File: config.mk
export PLATFORM = sky130hd
export DESIGN_NAME = nibble_decoder
export DESIGN_NICKNAME = d
export VERILOG_FILES = /design/src/nibble_decoder_pkg.sv /design/src/nibble_alu.sv /design/src/nibble_decoder.sv
export SDC_FILE = /design/constraint.sdc
export NUM_CORES = 1
export LEC_CHECK = 0
export BUFFER_PORTS_ARGS = -buffer_cell sky130_fd_sc_hd__buf_2
export CAP_MARGIN = 20
export CELL_PAD_IN_SITES_DETAIL_PLACEMENT = 1
export CELL_PAD_IN_SITES_GLOBAL_PLACEMENT = 2
export CORE_AREA = 3 3 173 175
export DETAILED_ROUTE_END_ITERATION = 7
export DIE_AREA = 0 0 176 178
export PLACE_DENSITY = 0.84
export REMOVE_ABC_BUFFERS = 1
export SLEW_MARGIN = 0
export SYNTH_ARGS = -nofsm -noshare
export SYNTH_HDL_FRONTEND = slang
export SYNTH_SLANG_ARGS = --single-unit
export TNS_END_PERCENT = 50
File: constraint.sdc
create_clock -name clk -period 4.53 [get_ports clk]
set_clock_uncertainty 0.15 [all_clocks]
set_input_delay 0.906 -clock clk [delete_from_list [all_inputs] [get_ports clk]]
set_output_delay 0.906 -clock clk [all_outputs]
set_load 0.02 [all_outputs]
File: src/nibble_decoder_pkg.sv
// Constants, field layout and opcodes of the nibble core decoder.
// Assumes a single 250 MHz clock and asynchronous active-low reset.
//
// Summary of operation
// - opcode 00000 adds memory nibble into register
// - opcode 10000 adds immediate into memory nibble
// - 00010/10010 add with carry flag included
// - 00111 sub-code 1001/1000 increments pointer/index
// - 00001/10001 subtract into register or memory
// - 00011/10011 subtract also taking carry borrow
// - opcode 00110 ORs memory nibble into register
// - direct branch/call loads eleven low counter bits
// - branch opcode picks page in counter bits 12:11
// - call/interrupt write stack entry at pointer minus one, return reads at current pointer
// - immediate and bit mask fields four bits
// - peripheral address split three high, four low
// - register file address three row, four column
// - interrupt saves status word to irq stack
// - direct memory address from row and column fields
// - indirect row from pointer when enable set
// - compare immediate skips next when equal
package nibble_decoder_pkg;

  // ------------------------------------------------------------
  // Field layout
  // ------------------------------------------------------------
  localparam int OPC_MSB = 15;
  localparam int OPC_LSB = 11;
  localparam int ROW_MSB = 10;
  localparam int ROW_LSB = 8;
  localparam int COL_MSB = 7;
  localparam int COL_LSB = 4;
  localparam int LOW_MSB = 3;
  localparam int LOW_LSB = 0;
  localparam int ADDR_MSB = 10;
  localparam int PC_W = 13;
  localparam int STACK_DEPTH = 8;

  // ------------------------------------------------------------
  // Opcodes
  // ------------------------------------------------------------
  localparam logic [4:0] OP_ADD_RM = 5'h00;
  localparam logic [4:0] OP_SUB_RM = 5'h01;
  localparam logic [4:0] OP_ADD_WITH_CARRY_RM = 5'h02;
  localparam logic [4:0] OP_SUBTRACT_WITH_BORROW_RM = 5'h03;
  localparam logic [4:0] OP_OR_RM = 5'h06;
  localparam logic [4:0] OP_MISC = 5'h07;
  localparam logic [4:0] OP_SKE = 5'h09;
  localparam logic [4:0] OP_MOV_IND_W = 5'h0A;
  localparam logic [4:0] OP_BR_P0 = 5'h0C;
  localparam logic [4:0] OP_BR_P1 = 5'h0D;
  localparam logic [4:0] OP_BR_P2 = 5'h0E;
  localparam logic [4:0] OP_BR_P3 = 5'h0F;
  localparam logic [4:0] OP_ADD_MI = 5'h10;
  localparam logic [4:0] OP_SUB_MI = 5'h11;
  localparam logic [4:0] OP_ADD_WITH_CARRY_MI = 5'h12;
  localparam logic [4:0] OP_SUBTRACT_WITH_BORROW_MI = 5'h13;
  localparam logic [4:0] OP_MOV_IND_R = 5'h1A;
  localparam logic [4:0] OP_CALL_P0 = 5'h1C;

  // Sub-codes of the miscellaneous group (bits 7:4)
  localparam logic [3:0] SUB_INC_IX = 4'h8;
  localparam logic [3:0] SUB_INC_AR = 4'h9;
  localparam logic [3:0] SUB_RET = 4'hE;
  localparam logic [3:0] SUB_PUSH = 4'hD;
  localparam logic [3:0] SUB_POP = 4'hC;
  localparam logic [3:0] SUB_GET = 4'hB;
  localparam logic [3:0] SUB_PUT = 4'hA;
  localparam logic [3:0] SUB_PEEK = 4'h3;
  localparam logic [3:0] SUB_POKE = 4'h2;
  localparam logic [3:0] LAST_ZERO = 4'h0;

  // Reset values
  localparam logic [PC_W-1:0] PC_RST = 13'h0000;
  localparam logic [2:0] SP_RST = 3'h0;
  localparam logic [15:0] PTR_RST = 16'h0000;

  // Arithmetic unit operations
  typedef enum logic [2:0] {
    ALU_ADD = 3'b000,
    ALU_SUB = 3'b001,
    ALU_OR = 3'b010,
    ALU_PASS = 3'b011
  } alu_op_type;

endpackage

File: src/nibble_alu.sv
// Four-bit arithmetic unit of the nibble core.
// Assumes operands are stable in the cycle it is read.
`timescale 1ns/1ps
`default_nettype none
module nibble_alu (
  // Operands
  input wire logic [3:0] a,
  input wire logic [3:0] b,
  input wire logic carry_in,
  input wire nibble_decoder_pkg::alu_op_type op,
  // Result
  output logic [3:0] result,
  output logic carry_out,
  output logic zero
);
  import nibble_decoder_pkg::*;

  logic [4:0] wide;

  // ------------------------------------------------------------
  // Datapath
  // ------------------------------------------------------------
  // carry or borrow
  always_comb begin
    case (op)
      ALU_ADD: wide = {1'b0, a} + {1'b0, b} + {4'h0, carry_in};
      ALU_SUB: wide = {1'b0, a} - {1'b0, b} - {4'h0, carry_in};
      ALU_OR: wide = {1'b0, a | b};
      default: wide = {1'b0, b};
    endcase
  end

  assign result = wide[3:0];
  assign carry_out = wide[4];
  assign zero = (wide[3:0] == 4'h0);
endmodule // nibble_alu
`default_nettype wire

File: src/nibble_decoder.sv
// Decoder and executor of the arithmetic group and control flow.
// Assumes program and data memory answer combinationally in the
// same cycle; one instruction completes per clock.
`timescale 1ns/1ps
`default_nettype none
module nibble_decoder (
  // Clock and reset
  input wire logic clk,
  input wire logic reset_n,
  // Program memory
  input wire logic [15:0] instr,
  output logic [nibble_decoder_pkg::PC_W-1:0] pc,
  // Data memory
  input wire logic [3:0] mem_rdata,
  output logic [6:0] mem_addr,
  output logic [3:0] mem_wdata,
  output logic mem_we,
  // General register file (column r)
  input wire logic [3:0] reg_rdata,
  output logic [3:0] reg_addr,
  output logic [3:0] reg_wdata,
  output logic reg_we,
  // Indirect addressing state
  input wire logic pointer_enable_flag,
  input wire logic [2:0] row_pointer_reg,
  input wire logic [2:0] bank,
  // Peripheral and register file address fields
  output logic [2:0] periph_addr_hi,
  output logic [3:0] periph_addr_lo,
  output logic [2:0] regfile_row,
  output logic [3:0] regfile_col,
  // Interrupt
  input wire logic irq_take,
  input wire logic [3:0] auto_saved_status,
  output logic [3:0] irq_stack_reg,
  // Status
  output logic carry_flag,
  output logic [15:0] address_pointer_reg,
  output logic [15:0] index_pointer_reg,
  output logic [2:0] stack_ptr
);
  import nibble_decoder_pkg::*;

  // ------------------------------------------------------------
  // State
  // ------------------------------------------------------------
  typedef struct packed {
    logic [PC_W-1:0] pc;
    logic carry;
    logic skip;
    logic [15:0] ar;
    logic [15:0] ix;
    logic [2:0] sp;
    logic [3:0] irq_stack;
    logic [STACK_DEPTH*PC_W-1:0] stack;
  } state_type;

  state_type state_ff;
  state_type nxt_state;

  // ------------------------------------------------------------
  // Field extraction
  // ------------------------------------------------------------
  // opcode field
  logic [4:0] opc;
  logic [2:0] row_f;
  logic [3:0] col_f;
  logic [3:0] low_f;
  logic [10:0] addr_f;
  assign opc = instr[OPC_MSB:OPC_LSB];
  assign row_f = instr[ROW_MSB:ROW_LSB];
  assign col_f = instr[COL_MSB:COL_LSB];
  assign low_f = instr[LOW_MSB:LOW_LSB];
  assign addr_f = instr[ADDR_MSB:0];

  assign periph_addr_hi = row_f;
  assign periph_addr_lo = low_f;
  assign regfile_row = row_f;
  assign regfile_col = low_f;

  logic indirect;
  assign indirect = (opc == OP_MOV_IND_W) || (opc == OP_MOV_IND_R);
  always_comb begin
    if (indirect && pointer_enable_flag) begin
      mem_addr = {row_pointer_reg, reg_rdata};
    end else if (indirect) begin
      mem_addr = {row_f ^ bank, reg_rdata};
    end else begin
      mem_addr = {row_f, col_f};
    end
  end
  assign reg_addr = low_f;

  // ------------------------------------------------------------
  // Arithmetic unit
  // ------------------------------------------------------------
  logic imm_form;
  logic use_carry;
  alu_op_type alu_op;
  logic [3:0] alu_a;
  logic [3:0] alu_b;
  logic [3:0] alu_res;
  logic alu_cout;
  logic alu_zero;

  assign imm_form = opc[4];
  always_comb begin
    alu_op = ALU_PASS;
    use_carry = 1'b0;
    case (opc & 5'h0F)
      5'h00: alu_op = ALU_ADD;
      5'h01: alu_op = ALU_SUB;
      5'h02: begin
        alu_op = ALU_ADD;
        use_carry = 1'b1;
      end
      5'h03: begin
        alu_op = ALU_SUB;
        use_carry = 1'b1;
      end
      5'h06: alu_op = ALU_OR;
      5'h09: alu_op = ALU_SUB;
      default: alu_op = ALU_PASS;
    endcase
  end
  assign alu_a = imm_form || (opc == OP_SKE) ? mem_rdata : reg_rdata;
  assign alu_b = imm_form || (opc == OP_SKE) ? low_f : mem_rdata;

  nibble_alu nibble_alu_inst (
    .a(alu_a),
    .b(alu_b),
    .carry_in(use_carry & state_ff.carry),
    .op(alu_op),
    .result(alu_res),
    .carry_out(alu_cout),
    .zero(alu_zero)
  );

  // ------------------------------------------------------------
  // Next state
  // ------------------------------------------------------------
  logic is_arith;
  logic [PC_W-1:0] pc_inc;
  logic [2:0] sp_dec;
  assign is_arith = (opc[3:0] <= 4'h3) && (opc != OP_MISC);
  assign pc_inc = state_ff.pc + 13'h0001;
  assign sp_dec = state_ff.sp - 3'h1;

  always_comb begin
    nxt_state = state_ff;
    nxt_state.pc = pc_inc;
    nxt_state.skip = 1'b0;
    mem_we = 1'b0;
    mem_wdata = alu_res;
    reg_we = 1'b0;
    reg_wdata = alu_res;
    if (state_ff.skip) begin
      // Skipped word does nothing but advance the counter
    end else if (irq_take) begin
      nxt_state.irq_stack = auto_saved_status;
      nxt_state.sp = sp_dec;
      nxt_state.stack[sp_dec*PC_W +: PC_W] = state_ff.pc;
      nxt_state.pc = state_ff.pc;
    end else begin
      case (opc)
        OP_ADD_RM, OP_SUB_RM, OP_ADD_WITH_CARRY_RM, OP_SUBTRACT_WITH_BORROW_RM, OP_OR_RM: begin
          reg_we = 1'b1;
          if (is_arith) nxt_state.carry = alu_cout;
        end
        OP_ADD_MI, OP_SUB_MI, OP_ADD_WITH_CARRY_MI, OP_SUBTRACT_WITH_BORROW_MI: begin
          mem_we = 1'b1;
          nxt_state.carry = alu_cout;
        end
        OP_SKE: nxt_state.skip = alu_zero;
        OP_BR_P0, OP_BR_P1, OP_BR_P2, OP_BR_P3:
          nxt_state.pc = {opc[1:0], addr_f};
        OP_CALL_P0: begin
          nxt_state.sp = sp_dec;
          nxt_state.stack[sp_dec*PC_W +: PC_W] = pc_inc;
          nxt_state.pc = {2'b00, addr_f};
        end
        OP_MISC: begin
          if (col_f == SUB_INC_AR && low_f == LAST_ZERO)
            nxt_state.ar = state_ff.ar + 16'h0001;
          else if (col_f == SUB_INC_IX && low_f == LAST_ZERO)
            nxt_state.ix = state_ff.ix + 16'h0001;
          else if (col_f == SUB_RET && low_f == LAST_ZERO) begin
            nxt_state.pc = state_ff.stack[state_ff.sp*PC_W +: PC_W];
            nxt_state.sp = state_ff.sp + 3'h1;
          end
        end
        default: begin
          // Other groups are handled outside this block
        end
      endcase
    end
  end

  // ------------------------------------------------------------
  // Registers
  // ------------------------------------------------------------
  always_ff @(posedge clk or negedge reset_n) begin
    if (!reset_n) begin
      state_ff <= '0;
    end else begin
      state_ff <= nxt_state;
    end
  end

  assign pc = state_ff.pc;
  assign carry_flag = state_ff.carry;
  assign address_pointer_reg = state_ff.ar;
  assign index_pointer_reg = state_ff.ix;
  assign stack_ptr = state_ff.sp;
  assign irq_stack_reg = state_ff.irq_stack;
endmodule // nibble_decoder
`default_nettype wire

==> impl_metrics.json <==
{
  "worstPathCellList": "buf_2 > and4bb_2 > nor2_2 > o21a_1 > buf_4 > buf_4 > inv_1 > ha_1 > a21o_1 > ha_4 > nor2_1 > nand2_1 > nor4bb_2 > nor3_1 > a32oi_2 > buf_4",
  "grt_overflow_total": 0,
  "start_kind": "input pin",
  "drt_iter0_drc": 323,
  "timing.critical_path.fanout_max": 3,
  "highest_achievable_clock_rate_ghz": 0.2162,
  "critPathArrivalTime_ns": 3.57,
  "synth-async-reset-ratio_pct": 100.0,
  "std_cell_rows": 62,
  "die_x_um": 176,
  "pin_count_of_the_biggest_net_entering_global_routing": 75,
  "final-setup-viol-count": 6,
  "num-fill-cells": 3231,
  "clk-insertion-delay-late_ns": 0.43,
  "number_of_global_route_vias_before_repair": 7919,
  "ios": 126,
  "core_ar_mm2": 0.02863,
  "crit_path_category": "input pin to output port",
  "gp_routability_congestion": 0.8545,
  "maximum_single_stage_delay_on_the_critical_path_ns": 0.29,
  "hold-worst-slack_ns": 0.3134,
  "violations": "negative setup slack",
  "share_seq_of_total_power_pct": 35.4,
  "p_int_mw": 3.762,
  "detailed_place.area_mm2": 0.01032,
  "p_sw_share_pct": 37.96,
  "fraction_of_final_layout_cells_with_drive_strength_greater_than_1_pct": 33.27,
  "avgSynthCellArea_um2": 10.33,
  "cts-buffers-inserted": 17,
  "final-max-slew-violation-count": 0,
  "cts.path.max_buffers": 2,
  "drc_errors_left": 0,
  "leakage_nw": 5.066,
  "synth-edff-count": 0,
  "post_place_worst_slack_ns": -0.1390,
  "fin_crit_sh_pct": 102.1,
  "hpwl_mm": 19.79,
  "cts.root.buffer_cell": "clkbuf_16",
  "dieArea_mm2": 0.03133,
  "number_of_buffers_inserted_by_port_buffering": 125,
  "leading_post_synthesis_cells_by_cell_area": "dfrtp_1 (41%), mux2_2 (8.5%), buf_4 (6.3%)",
  "postSynthRegisterBits": 158,
  "clock_slew_at_reported_path_ffs_ns": 0.06,
  "dr_total_vias": 7351,
  "class_of_the_tightest_hold_or_removal_check": "flop to flop",
  "timing.final.crit_period_ns": 4.624,
  "worst_slew_pin_slew_ns": 0.9206,
  "required_ns": 3.47,
  "postSynth.topFlopCell": "dfrtp_1",
  "synth_top_area_share_pct": 40.72,
  "design_power_total_mw": 6.064,
  "tritoncts": "built",
  "synth.cell_area_mm2": 0.009709,
  "rsz0062_at_grt": "yes",
  "drt-total-wl_mm": 28.28,
  "antenna_left": 0,
  "hold_path_depth": 1,
  "synthDistinctLibCells": 77,
  "maxCapViolCount": 0,
  "netSwitchingPower_mw": 2.302,
  "clock_power_share_pct": 24.6,
  "cp_common_cell": "buf_4",
  "clock_sinks": 158,
  "final_net_count": 1068,
  "global_route_usage_over_all_layers_pct": 18.13,
  "cts-htree-levels": 4,
  "final_worst_setup_slack_ns": -0.09445,
  "synth_cells": 940,
  "sequential_cell_area_fraction_in_the_yosys_report_pct": 40.72,
  "finish.instance_area_mm2": 0.01106,
  "r2r_setup_slack_ns": 1.21,
  "outcome": "finished, violations left",
  "antennaDiodeCount": 0,
  "flow.area_growth_from_synthesis_pct": 13.94,
  "cellPowerDensity_mw_per_mm2": 548.1,
  "drt-wirelength-per-cell_um": 20.16,
  "setup_total_neg_slack_ns": -0.2477,
  "rr_startpoint": "stack_ptr[1]",
  "irDropWorstVdd_v": 0.0002447,
  "combPwrFrac_pct": 40.1,
  "grt_first_pass_wirelength_mm": 44.63,
  "hold_viol": 0,
  "drt-vias-per-instance": 5.239,
  "depth_of_the_most_critical_reg_to_reg_path": 7,
  "chipHeight_um": 178,
  "initial_util_pct": 33.92,
  "hold-path-endpoint": "address_pointer_reg[15]",
  "cpMaxStageDelayCell": "a32oi_2",
  "holdBufCountCts": 0,
  "crit_path_end_kind": "output port",
  "slew-limit-headroom_pct": 38.63,
  "synth_warn": 0,
  "post_synthesis_cell_type_with_the_largest_combined_area": "dfrtp_1",
  "number_of_antenna_violations_at_the_first_check_in_global_routing": 0,
  "drtPass1Iterations": 4,
  "min-delay-start": "address_pointer_reg[15]"
}
synthesized netlist by cell type, types with 3 or more instances:
cell type  count
dfrtp_1      158
nor2_1       106
buf_4         81
mux2_2        73
nand2_1       57
a21oi_1       55
xnor2_1       40
inv_1         36
mux4_2        26
buf_2         24
ha_1          22
nor3_1        20
o21ai_0       20
mux2i_1       18
nand3_1       18
clkbuf_1      15
xor2_1        14
o22ai_1       13
nand4_1       10
and2_1         9
nor2b_1        7
and3_1         6
nand2b_1       6
a211oi_1       5
a22o_1         5
and4_1         5
nor4_1         5
or3_1          5
a21o_1         4
a221oi_1       4
a32oi_1        4
or2_2          4
a211o_1        3
a2bb2oi_1      3
buf_6          3
final cells by class:
type	count	area (µm²)	share of cell area (%)
flip-flops and latches	158	3955	35.75
clock inverters	13	152.6	1.380
inverters	37	138.9	1.255
multi-input cells	620	4885	44.15
well taps	384	480.5	4.343
clock buffers	19	452.9	4.094
repair buffers	172	998.5	9.025
power by group through the flow:
| stage | sequential (mW) | clock, mW | combinational (mW) |
|---|---|---|---|
| after floorplan | 2.22 | 0 | 1.50 |
| after global placement | 2.12 | 0 | 2.32 |
| after detailed placement | 2.15 | 0 | 2.40 |
| after CTS | 2.14 | 1.53 | 2.43 |
| after global routing | 2.19 | 1.58 | 2.65 |
| final | 2.15 | 1.49 | 2.43 |
logic make-up (layout without fill, tap and decap cells):
group	count (synthesis)	count (layout)	share of synthesized area [%]
AOI/OAI and AO/OA	142	142	9.858
buffers and inverters	162	241	9.948
adders and majority gates	24	24	3.247
xor gates and xnor gates	55	55	5.039
muxes	118	118	16.47
and+or+nand+nor	281	281	14.72
DFF	158	158	40.72
critical path: cells and delay by family:
kind            cells  cell delay (ns)
buf+inv             5             0.54
fa+ha+maj           2             0.34
compound gates      3             0.69
simple gates        6             1.07
metrics by stage:
stage | util (%) | instances
floorplan | - | 815
global placement | 36.05 | 1367
detailed placement | 36.05 | 1367
CTS | 38.34 | 1400
global route | 38.65 | 1403
finish | 38.65 | 1403
worst max-delay path by stage:
stage,from,endpoint,slack (ns),cells past startpoint
global route,instr[11],mem_wdata[3],-0.18,16
finish,instr[11],mem_wdata[3],-0.09,16
CTS,instr[12],mem_wdata[2],-0.05,13
detailed placement,instr[11],mem_wdata[2],-0.14,12
floorplan,instr[13],mem_wdata[1],-0.37,10
global placement,instr[11],mem_wdata[2],-0.05,13
timing repair:
item | CTS | global route
endpoints found under the hold margin | 0 | 0
setup endpoints to repair | 6 | 6
pin swaps | 7 | 10
gates resized for setup | 8 | 12
setup buffers | 1 | 3
routing by layer:
metal	routed length [µm]	GRT usage (%)	vias up
li1	-	-	3366
met1	12340	22.30	3766
met2	14260	32.34	173
met3	1104	3.278	46
met4	572	5.708	0
met5	0	0	-
placed cells by master, fill, tap and decap left out, drive strengths merged, types with 13 or more instances in the layout:
master	netlist	layout
o21ai	21	21
nor3	22	22
buf	109	172
mux4	26	26
inv	36	41
mux2	74	74
o22ai	13	13
clkbuf	16	19
nand3	19	19
mux2i	18	18
a21oi	55	55
dfrtp	158	158
nor2	107	107
nand2	58	58
xnor2	40	40
ha	22	22
xor2	15	15
Note: power is estimated with default switching activity, not from simulation.
